## config.mk

```make
export PLATFORM = sky130hd
export DESIGN_NAME = mdcs_status
export DESIGN_NICKNAME = d
export VERILOG_FILES = /design/src/mdcs_pkg.sv /design/src/mdcs_status.sv
export VERILOG_INCLUDE_DIRS = /design/src /design/src/src
export SDC_FILE = /design/constraint.sdc
export NUM_CORES = 2
export LEC_CHECK = 0
export ABC_AREA = 1
export BUFFER_PORTS_ARGS = -buffer_cell sky130_fd_sc_hd__buf_2
export CORE_ASPECT_RATIO = 0.7
export CORE_MARGIN = 5
export CORE_UTILIZATION = 50
export CTS_CLUSTER_SIZE = 8
export DETAILED_ROUTE_END_ITERATION = 16
export PLACE_DENSITY = 0.68
export SLEW_MARGIN = 15
export SYNTH_ARGS = -nofsm -noshare
export SYNTH_HDL_FRONTEND = slang
export SYNTH_SLANG_ARGS = --single-unit
export TNS_END_PERCENT = 20
```

## constraint.sdc

```tcl
create_clock -name mclk_i -period 102.8 [get_ports mclk_i]
set_clock_uncertainty 0.05 [all_clocks]
set_input_delay 10.28 -clock mclk_i [delete_from_list [all_inputs] [get_ports mclk_i]]
set_output_delay 10.28 -clock mclk_i [all_outputs]
set_load 0.1 [all_outputs]
```

## src/mdcs_regs.svh

```systemverilog
// Word offsets, field positions and limits of the channel status bank.
// Assumes word addressing: one 16-bit database word per address.
`ifndef MDCS_REGS_SVH
`define MDCS_REGS_SVH
`define MDCS_OFF_MAIN 7'h30
`define MDCS_OFF_LINK 7'h31
`define MDCS_OFF_ERRMAP 7'h32
`define MDCS_OFF_POLLMAP 7'h33
`define MDCS_OFF_LONGMAP 7'h34
`define MDCS_OFF_CMDIDX 7'h35
`define MDCS_OFF_REQCNT 7'h36
`define MDCS_OFF_RSPCNT 7'h37
`define MDCS_OFF_CFGERR 7'h38
`define MDCS_OFF_CURCODE 7'h39
`define MDCS_OFF_LASTCODE 7'h3a
`define MDCS_NCMD 100
`define MDCS_CE_EN 0
`define MDCS_CE_HH 1
`define MDCS_CE_PM 2
`define MDCS_CE_PRE 3
`define MDCS_CE_SRTY 4
`define MDCS_CE_LRTY 5
`define MDCS_CE_ERTY 6
`define MDCS_CE_POLL 7
`define MDCS_CE_DB 8
`define MDCS_CE_CNT 9
`define MDCS_CE_MCMD 10
`define MDCS_CE_MFIX 11
`define MDCS_CE_MBUF 12
`define MDCS_CE_BOARD 13
`define MDCS_CE_INIT 14
`define MDCS_YES 8'h59
`define MDCS_NO 8'h4e
`define MDCS_PRE_MIN 8'h01
`define MDCS_CNT_MAX 8'h32
`define MDCS_POLL_MAX 16'h2710
`define MDCS_TIMEOUT_WORD 16'hffff
`endif

```

## src/mdcs_pkg.sv

```systemverilog
// Types shared by the channel status bank and its neighbours.
// Assumes mdcs_regs.svh supplies the command list depth.
`include "mdcs_regs.svh"
package mdcs_pkg;
  // Main channel sequencer value
  typedef enum logic [2:0] {
    MDCS_M_POLL = 3'h0, MDCS_M_CFG = 3'h1, MDCS_M_DATA = 3'h2,
    MDCS_M_USER = 3'h3, MDCS_M_WAITID = 3'h4
  } mdcs_main_t;
  // Communication sequencer value
  typedef enum logic [2:0] {
    MDCS_L_START = 3'h0, MDCS_L_IDLE = 3'h1, MDCS_L_TXPEND = 3'h2,
    MDCS_L_TX = 3'h3, MDCS_L_RX = 3'h4, MDCS_L_POSTTX = 3'h5,
    MDCS_L_IDLEWAIT = 3'h6
  } mdcs_link_t;
  // How a command ended
  typedef enum logic [1:0] {
    MDCS_K_REPLY = 2'h0, MDCS_K_COMM = 2'h1, MDCS_K_TIMEOUT = 2'h2
  } mdcs_kind_t;
  // Channel settings checked at configuration
  typedef struct packed {
    logic [7:0] en_yn;
    logic [7:0] hh_yn;
    logic [7:0] pm_yn;
    logic [7:0] preambles;
    logic [7:0] short_rty;
    logic [7:0] long_rty;
    logic [7:0] err_rty;
    logic [15:0] poll_ms;
    logic db_bad;
    logic cnt_bad;
    logic mem_cmd_fail;
    logic mem_fix_fail;
    logic mem_buf_fail;
    logic board_absent;
    logic init_fail;
  } mdcs_cfg_t;
  // Outcome of one executed command
  typedef struct packed {
    logic [6:0] idx;
    mdcs_kind_t kind;
    logic [6:0] code;
    logic [7:0] malf;
  } mdcs_done_t;
  // Whole state of the bank
  typedef struct packed {
    mdcs_main_t main_st;
    mdcs_link_t link_st;
    logic [15:0] err_map;
    logic [15:0] poll_map;
    logic [15:0] long_map;
    logic [6:0] cmd_idx;
    logic [15:0] req_cnt;
    logic [15:0] rsp_cnt;
    logic [15:0] cfg_err;
    logic [15:0] cur_code;
    logic [15:0] last_code;
    logic [`MDCS_NCMD-1:0][15:0] list;
    logic [15:0] rd_data;
    logic rd_valid;
    logic [15:0] ret_word;
    logic ret_valid;
    logic db_wr;
    logic [15:0] db_addr;
    logic [15:0] db_data;
  } mdcs_state_t;
endpackage : mdcs_pkg

```

## src/mdcs_status.sv

```systemverilog
// Status word bank of one multi-drop field-bus master channel.
// Assumes the channel engine drives its state, maps and event pulses
// synchronously to mclk_i, and the host reads through the word port.
// Operation
// - Word 48 shows main sequencer value
// - Word 49 shows communication sequencer value
// - Error bitmap, bit n is slave n
// - Poll bitmap, bit n is slave n
// - Long address bitmap, bit n is slave n
// - Word 53 holds executing command index
// - Word 54 counts requests sent
// - Word 55 counts responses received
// - Words 56-58: config, current, last error
// - Bits 0-2 flag non yes/no settings
// - Bits 3-5 flag preamble, retry counts
// - Bits 6-7 flag error retries, poll time
// - Bits 8-9 flag database address, count
// - Bits 10-12 flag allocation failures
// - Bits 13-14 flag missing board, init
// - One config word per channel, published
// - Command status word returned first
// - List word k is command k
// - Comm failure: top bit, code, zero low
// - Command error: code high, malfunction low
// - Timeout writes all ones
// - List copied at configured database offset
`timescale 1ns/1ps
`include "mdcs_regs.svh"
module mdcs_status (
  input wire logic mclk_i, // 100 MHz clock
  input wire logic rst_b_i, // Async reset, low
  input wire mdcs_pkg::mdcs_main_t main_st_i, // Main sequencer
  input wire mdcs_pkg::mdcs_link_t link_st_i, // Comm sequencer
  input wire logic [15:0] err_map_i, // Slaves in error
  input wire logic [15:0] poll_map_i, // Slaves polled
  input wire logic [15:0] long_map_i, // Slaves on long addr
  input wire logic [6:0] cmd_idx_i, // Executing entry
  input wire logic req_sent_i, // Request sent pulse
  input wire logic rsp_rcvd_i, // Response seen pulse
  input wire logic cfg_load_i, // Check settings pulse
  input wire mdcs_pkg::mdcs_cfg_t cfg_i, // Channel settings
  input wire logic err_rpt_i, // Error report pulse
  input wire logic [15:0] err_code_i, // Reported code
  input wire logic done_i, // Command ended pulse
  input wire mdcs_pkg::mdcs_done_t done_info_i, // Outcome
  input wire logic [15:0] err_off_i, // List database base
  input wire logic rd_en_i, // Read request
  input wire logic rd_list_i, // 1: list, 0: status
  input wire logic [6:0] rd_addr_i, // Word address
  output logic [15:0] rd_data_o, // Read word
  output logic rd_valid_o, // Read word valid
  output logic [15:0] ret_word_o, // First returned word
  output logic ret_valid_o, // Returned word pulse
  output logic db_wr_o, // Database write pulse
  output logic [15:0] db_addr_o, // Database address
  output logic [15:0] db_data_o // Database data
);
  import mdcs_pkg::*;

  logic [1:0] rst_sync_q; // Reset release pipeline
  logic rst_n; // Synchronised reset
  mdcs_state_t s_q; // Registered state
  mdcs_state_t s_d; // Next state

  // Yes or no setting is legal
  function automatic logic yn_ok(input logic [7:0] c);
    yn_ok = (c == `MDCS_YES) || (c == `MDCS_NO);
  endfunction : yn_ok

  // Builds the configuration error word from settings
  function automatic logic [15:0] cfg_word(input mdcs_cfg_t c);
    logic [15:0] w;
    w = 16'h0000;
    w[`MDCS_CE_EN] = !yn_ok(c.en_yn);
    w[`MDCS_CE_HH] = !yn_ok(c.hh_yn);
    w[`MDCS_CE_PM] = !yn_ok(c.pm_yn);
    w[`MDCS_CE_PRE] = (c.preambles < `MDCS_PRE_MIN) ||
      (c.preambles > `MDCS_CNT_MAX);
    w[`MDCS_CE_SRTY] = c.short_rty > `MDCS_CNT_MAX;
    w[`MDCS_CE_LRTY] = c.long_rty > `MDCS_CNT_MAX;
    w[`MDCS_CE_ERTY] = c.err_rty > `MDCS_CNT_MAX;
    w[`MDCS_CE_POLL] = c.poll_ms > `MDCS_POLL_MAX;
    w[`MDCS_CE_DB] = c.db_bad;
    w[`MDCS_CE_CNT] = c.cnt_bad;
    w[`MDCS_CE_MCMD] = c.mem_cmd_fail;
    w[`MDCS_CE_MFIX] = c.mem_fix_fail;
    w[`MDCS_CE_MBUF] = c.mem_buf_fail;
    w[`MDCS_CE_BOARD] = c.board_absent;
    w[`MDCS_CE_INIT] = c.init_fail;
    cfg_word = w;
  endfunction : cfg_word

  // Encodes a command outcome into its status word
  function automatic logic [15:0] enc(input mdcs_done_t d);
    case (d.kind)
      MDCS_K_COMM: enc = {1'b1, d.code, 8'h00};
      MDCS_K_TIMEOUT: enc = `MDCS_TIMEOUT_WORD;
      MDCS_K_REPLY: enc = {1'b0, d.code, d.malf};
      default: enc = `MDCS_TIMEOUT_WORD;
    endcase
  endfunction : enc

  // Releases reset through two flops
  always_ff @(posedge mclk_i or negedge rst_b_i) begin
    if (!rst_b_i) begin
      rst_sync_q <= 2'h0;
    end else begin
      rst_sync_q <= {rst_sync_q[0], 1'b1};
    end
  end
  assign rst_n = rst_sync_q[1];

  // Next-state logic for the whole bank
  always_comb begin
    s_d = s_q;
    s_d.rd_valid = 1'b0;
    s_d.ret_valid = 1'b0;
    s_d.db_wr = 1'b0;
    // Sequencer values and current entry follow the engine
    s_d.main_st = main_st_i;
    s_d.link_st = link_st_i;
    s_d.cmd_idx = cmd_idx_i;
    // Bit 0 has no slave and always reads clear
    s_d.err_map = {err_map_i[15:1], 1'b0};
    s_d.poll_map = {poll_map_i[15:1], 1'b0};
    s_d.long_map = {long_map_i[15:1], 1'b0};
    // Counters roll over rather than stick at the top
    if (req_sent_i) begin
      s_d.req_cnt = s_q.req_cnt + 16'h0001;
    end
    if (rsp_rcvd_i) begin
      s_d.rsp_cnt = s_q.rsp_cnt + 16'h0001;
    end
    // Settings are judged once per load
    if (cfg_load_i) begin
      s_d.cfg_err = cfg_word(cfg_i);
    end
    // New code becomes current, old current becomes last
    if (err_rpt_i) begin
      s_d.cur_code = err_code_i;
      s_d.last_code = s_q.cur_code;
    end
    // Entries beyond the list are dropped
    if (done_i && (done_info_i.idx < 7'(`MDCS_NCMD))) begin
      s_d.list[done_info_i.idx] = enc(done_info_i);
      s_d.ret_word = enc(done_info_i);
      s_d.ret_valid = 1'b1;
      s_d.db_wr = 1'b1;
      s_d.db_addr = err_off_i + {9'h000, done_info_i.idx};
      s_d.db_data = enc(done_info_i);
    end
    // Word read port, answer one cycle later
    if (rd_en_i) begin
      s_d.rd_valid = 1'b1;
      s_d.rd_data = 16'h0000;
      if (rd_list_i) begin
        if (rd_addr_i < 7'(`MDCS_NCMD)) begin
          s_d.rd_data = s_q.list[rd_addr_i];
        end
      end else begin
        case (rd_addr_i)
          `MDCS_OFF_MAIN: s_d.rd_data = {13'h0000, s_q.main_st};
          `MDCS_OFF_LINK: s_d.rd_data = {13'h0000, s_q.link_st};
          `MDCS_OFF_ERRMAP: s_d.rd_data = s_q.err_map;
          `MDCS_OFF_POLLMAP: s_d.rd_data = s_q.poll_map;
          `MDCS_OFF_LONGMAP: s_d.rd_data = s_q.long_map;
          `MDCS_OFF_CMDIDX: s_d.rd_data = {9'h000, s_q.cmd_idx};
          `MDCS_OFF_REQCNT: s_d.rd_data = s_q.req_cnt;
          `MDCS_OFF_RSPCNT: s_d.rd_data = s_q.rsp_cnt;
          `MDCS_OFF_CFGERR: s_d.rd_data = s_q.cfg_err;
          `MDCS_OFF_CURCODE: s_d.rd_data = s_q.cur_code;
          `MDCS_OFF_LASTCODE: s_d.rd_data = s_q.last_code;
          // Spare and unmapped words read zero
          default: s_d.rd_data = 16'h0000;
        endcase
      end
    end
  end

  // State register
  always_ff @(posedge mclk_i or negedge rst_n) begin
    if (!rst_n) begin
      s_q <= '0;
    end else begin
      s_q <= s_d;
    end
  end

  // Outputs straight from flops
  assign rd_data_o = s_q.rd_data;
  assign rd_valid_o = s_q.rd_valid;
  assign ret_word_o = s_q.ret_word;
  assign ret_valid_o = s_q.ret_valid;
  assign db_wr_o = s_q.db_wr;
  assign db_addr_o = s_q.db_addr;
  assign db_data_o = s_q.db_data;
endmodule : mdcs_status

```

Yosys cells after proc, flatten, opt, wreduce, memory -nomap -nowiden
Index checks and enable logic that the tools add are counted.

Register bits: 1790. Input port bits: 212. Logic and storage cells: 172.

Add/sub/neg operators: 3. $lt $le $gt $ge: 11. Equal/unequal tests: 18. Mux-type cells: 12. Reduce and logical (&&, ||, !) cells: 10.

Operators with widths (count): $bwmux W1600 (1); $pmux W16 S11 (1); $bmux W16 S7 (1); $demux W16 S7 (1); $mux W16 (5); $eq A7 B6 Y1 const B (11); $eq A8 B7 Y1 const B (6); $mux W34 (1); $add A16 B1 Y16 const B (2); $gt A8 B6 Y1 const B (4); $pmux W16 S2 (1); $add A16 B7 Y16 (1); $gt A16 B14 Y1 const B (1); $lt A7 B8 Y1 const B (2); $lt A7 B7 Y1 const B (2); $lt A8 B1 Y1 const B (1); $ge A7 B1 Y1 const B (1); $logic_or A1 B1 Y1 (4); $logic_not A1 Y1 (3); $eq A2 B1 Y1 const B (1); $logic_and A1 B1 Y1 (2); $logic_not A2 Y1 (1); $mux W1 (1).

Logic depth before layout (Yosys ltp)
Word-level depth: 5. Gate-level depth with buffers: 17.

Worst setup path before layout
OpenSTA, ideal clock, no wires.

Kind: input to register. Start: in done_info_i[17] in the netlist's numbering. End: reg s_q (netlist bit db_addr_o[14]). Library setup time: 0.118 ns. Data arrival time: 11.849 ns. Path slack: 90.783 ns. Stages: 13. Path buffers: 0. Cells stage by stage: ha_1 -> fa_1 -> nand3_1 -> nand3_1 -> inv_1 -> nor2_1 -> nor2_1 -> nor2_1 -> nor2_1 -> nor3_1 -> or2_2 -> nand3_1 -> nand2_1.

Word-level cells in the longest chain between the ends: 2. Elaborated cells between the ends (all ways): 3. Those cells by class: add/sub (1); order compare (1); reduce/logical (1).

RTL lines: start, declared (line mdcs_status.sv:45) `input wire mdcs_pkg::mdcs_done_t done_info_i,`; branches (longest 2 deep; another with $add A16 B7 Y16); end signal, assigned (line mdcs_status.sv:183) `s_q <= '0;`; end signal, assigned (line mdcs_status.sv:185) `s_q <= s_d;`; end, declared (line mdcs_status.sv:62) `mdcs_state_t s_q;`.

Parallel ways; which one is timed is not known. A chain may end at the register's enable or synchronous reset.

Final worst setup path
Start: in rd_addr_i[1]. End: reg s_q (netlist bit rd_data_o[4]).

Word-level cells in the longest chain between the ends: 4. Elaborated cells between the ends (all ways): 17. Those cells by class: order compare (1); eq/ne (11); mux (5).

RTL lines: start, declared (line mdcs_status.sv:49) `input wire logic [6:0] rd_addr_i,`; $bmux W16 S7 (line mdcs_status.sv:158) `s_d.rd_data = s_q.list[rd_addr_i];`; $mux W16 (implied by the code) (line mdcs_status.sv:158); $mux W16 (line mdcs_status.sv:157) `` if (rd_addr_i < 7'(`MDCS_NCMD)) begin ``; $mux W16 (*) (line mdcs_status.sv:156) `if (rd_list_i) begin`.

Every way passes the cells marked *; elsewhere a longest branch is shown, timed or not. The select of a mux whose other input is x is not followed.

==> flow_metrics.py <==
metrics = {
    "outcome": {
        "status": "finished clean",
    },
    "sta": {
        "setup_violations": 0,
        "hold_viol_final": 0,
        "timing.final.crit_share_pct": 13.9,
        "rsz0062_at_grt": "no",
        "max_slew.worst_pin.slew_ps": 1210,
        "setup_tns_ps": 0,
        "finalMaxSlewViolations": 0,
        "min_period_ps": 14270,
        "fmax_mhz": 70.1,
        "slew_headroom_pct": 19.4,
    },
    "grt": {
        "grt_max_degree": 190,
        "grt_use_total_pct": 31.3,
        "antenna_found_initial": 16,
        "grt_pass1_vias": 66700,
        "grt_pass1_wl_um": 412000,
        "grt_overflow": 0,
    },
    "clocking": {
        "insertion_delay_ps": 880,
        "cts_buffer_depth": 3,
        "ctsHtreeMaxLevel": 4,
        "cts_sinks": 1789,
        "cts_root_buffer": "clkbuf_16",
        "cts-buffers-inserted": 241,
        "cts_tree": "yes",
        "cts_hold_buffers": 0,
        "cts-resized-gates": 0,
        "clkTransAtPathRegs_ps": 50,
        "post_cts_buffers": 0,
    },
    "min_path": {
        "holdPathStages": 0,
        "hold_path_class": "flop to flop",
    },
    "floorplan": {
        "io_pins": 279,
        "die_y_um": 348,
        "num_rows": 124,
        "die_area_um2": 172000,
        "die_x_um": 493,
        "start_util_pct": 50.2,
        "core-area_um2": 163000,
    },
    "place": {
        "placed_area_um2": 83500,
        "place_inst": 12200,
        "gp_congestion": 0.931,
        "numPortBuffers": 275,
        "hpwl_um": 162000,
    },
    "layout": {
        "drive_above_1_share_pct": 7.65,
        "final_cell_count_no_fill": 12500,
        "fin_util_pct": 55.3,
        "final_common_cell": "nand2_1",
        "fin_area_um2": 90000,
        "mostFrequentLayoutCells": "nand2_1, dfrtp_1, o21ai_0, nor2_1, a21oi_1",
        "nFillCells": 14700,
        "nets": 10500,
        "area_growth_pct": 10.1,
    },
    "setup_path": {
        "worstSetupPathType": "input pin to flop",
        "path_buf_inv": 5,
        "regToRegSetupSlack_ps": 97460,
        "endpoint": "rd_data_o[4]$_DFFE_PN0P_",
        "start_kind": "input pin",
        "setup.worst_path.start": "rd_addr_i[1]",
        "worstPathCellList": "buf_6 > inv_8 > buf_4 > nor2_4 > buf_4 > buf_12 > nand2_1 > nand2_1 > nor2_1 > nor2_1 > nor2_1 > nand2_1 > nand3_1 > a21oi_1 > nand2_1 > a21oi_1",
        "path_delay_family": "buffers and inverters",
        "crit_path_end_kind": "flop",
        "path_common_cell": "nand2_1",
        "worstPathRequired_ps": 103560,
        "max_stage_delay_ps": 600,
        "path_max_fanout": 108,
        "regToRegStartpoint": "rst_sync_q[1]$_DFF_PN0_",
        "reg2reg_to": "s_q[955]$_DFFE_PN0P_",
        "crit_slowest_cell": "buf_12",
        "rr_worst_depth": 5,
        "path_depth": 16,
        "critPathArrivalTime_ps": 15030,
    },
    "synth": {
        "synth_edf_count": 0,
        "ys_seq_area_share_pct": 54.8,
        "yosys_warnings": 0,
        "synthFlopType": "dfrtp_1",
        "synthCells": 10500,
        "syn_nets": 10700,
        "synthArstFlopShare_pct": 100,
        "ys_seq_elements": 1789,
        "syn-cell-area_um2": 81800,
        "synth_cell_types": 44,
        "syn_avg_cell_area_um2": 7.80,
    },
    "job": {
        "drv_cap": 0,
    },
    "drt": {
        "drc": 0,
        "viasPerCell": 5.72,
        "ant_nets": 0,
        "routed_wl_um": 272000,
        "wire_per_inst_um": 21.8,
        "vias": 71300,
        "drtIter0Drc": 9148,
        "drt-pass1-iter-count": 8,
    },
    "power": {
        "power_density_nw_per_um2": 19.5,
        "ir_drop_uv": 15.3,
        "power_leakage_uw": 0.0447,
        "power.total_uw": 1760,
    },
}
state kept, by name, summed over array words and instances (netlist names):
name and flops:
s_q 1737, rd_data_o 16, rst_sync_q 2, ret_word_o 16
db_addr_o 16, db_wr_o 1, rd_valid_o 1
synthesized netlist by cell type, types with 9 or more instances:
cell / instances / area [um2]
xor2_1: 23 / 201
ha_1: 9 / 113
a22oi_1: 12 / 90.1
inv_1: 322 / 1210
nor3_1: 18 / 90.1
nand2_1: 4022 / 15100
o21ai_0: 1209 / 6050
o21ai_1: 69 / 345
buf_4: 86 / 646
xnor2_1: 10 / 87.6
dfrtp_1: 1789 / 44800
buf_2: 272 / 1360
clkbuf_1: 441 / 1660
nand3_1: 248 / 1240
nand4_1: 60 / 375
buf_1: 35 / 131
inv_2: 18 / 67.6
a21oi_1: 766 / 3830
o22ai_1: 25 / 156
nor2_1: 985 / 3700
where the power goes:
group / internal, uW / leakage [uW] / switching, uW / total [uW]
clock network: 412 / 0.00312 / 296 / 709
registers: 779 / 0.0232 / 38.2 / 817
logic: 63.5 / 0.0184 / 167 / 231
total: 1260 / 0.0447 / 501 / 1760
worst register-to-register path: cells and delay by family, from the launching register on:
kind	cells	cell delay [ps]
buf+inv	5	4240
flops	1	950
how the worst min path moves through the flow:
stage	to	from	slack, ps
after floorplan	rst_sync_q[1]$_DFF_PN0_	rst_sync_q[0]$_DFF_PN0_	280
after global placement	rst_sync_q[1]$_DFF_PN0_	rst_sync_q[0]$_DFF_PN0_	290
after detailed placement	rst_sync_q[1]$_DFF_PN0_	rst_sync_q[0]$_DFF_PN0_	300
after CTS	rst_sync_q[1]$_DFF_PN0_	rst_sync_q[0]$_DFF_PN0_	310
after global routing	rst_sync_q[1]$_DFF_PN0_	rst_sync_q[0]$_DFF_PN0_	320
final	rst_sync_q[1]$_DFF_PN0_	rst_sync_q[0]$_DFF_PN0_	300
metrics by stage:
stage | worst slack (ps) | hold WS [ps]
final | 88530 | 301
after global routing | 88460 | 321
after global placement | 87790 | 286
after floorplan | 49190 | 281
after CTS | 88760 | 308
after detailed placement | 87820 | 296
layout make-up:
class / instances / area, um2 / area share [%]
clock inverter: 14 / 315 / 0.350
sequential: 1789 / 44800 / 49.7
timing repair buffer: 420 / 2620 / 2.91
multi-input combinational: 7517 / 32200 / 35.8
antenna: 7 / 17.5 / 0.0195
tap: 2142 / 2680 / 2.98
clock buffer: 244 / 6080 / 6.76
inverter: 347 / 1330 / 1.47
kinds of logic (layout without fill, tap and decap cells):
kind of cell / count (synthesis) / in the layout / synth area share [%]
simple gates: 5367 / 5367 / 25.4
buf+inv: 1183 / 1025 / 6.26
flops: 1789 / 1789 / 54.8
other cells: 1 / 8 / 0.00459
compound gates: 2106 / 2106 / 13.0
xor+xnor: 33 / 33 / 0.353
fa+ha+maj: 10 / 10 / 0.162
layer usage:
| layer | track usage (%) | vias up | part of all wire [%] |
|---|---|---|---|
| li1 | - | 32700 | - |
| met1 | 44.9 | 34400 | 42 |
| met2 | 44.4 | 3595 | 42 |
| met3 | 9.95 | 577 | 12 |
| met4 | 11.8 | 12 | 3.9 |
| met5 | 0 | - | 0.031 |
No activity file was read; power rests on OpenSTA's default activity.
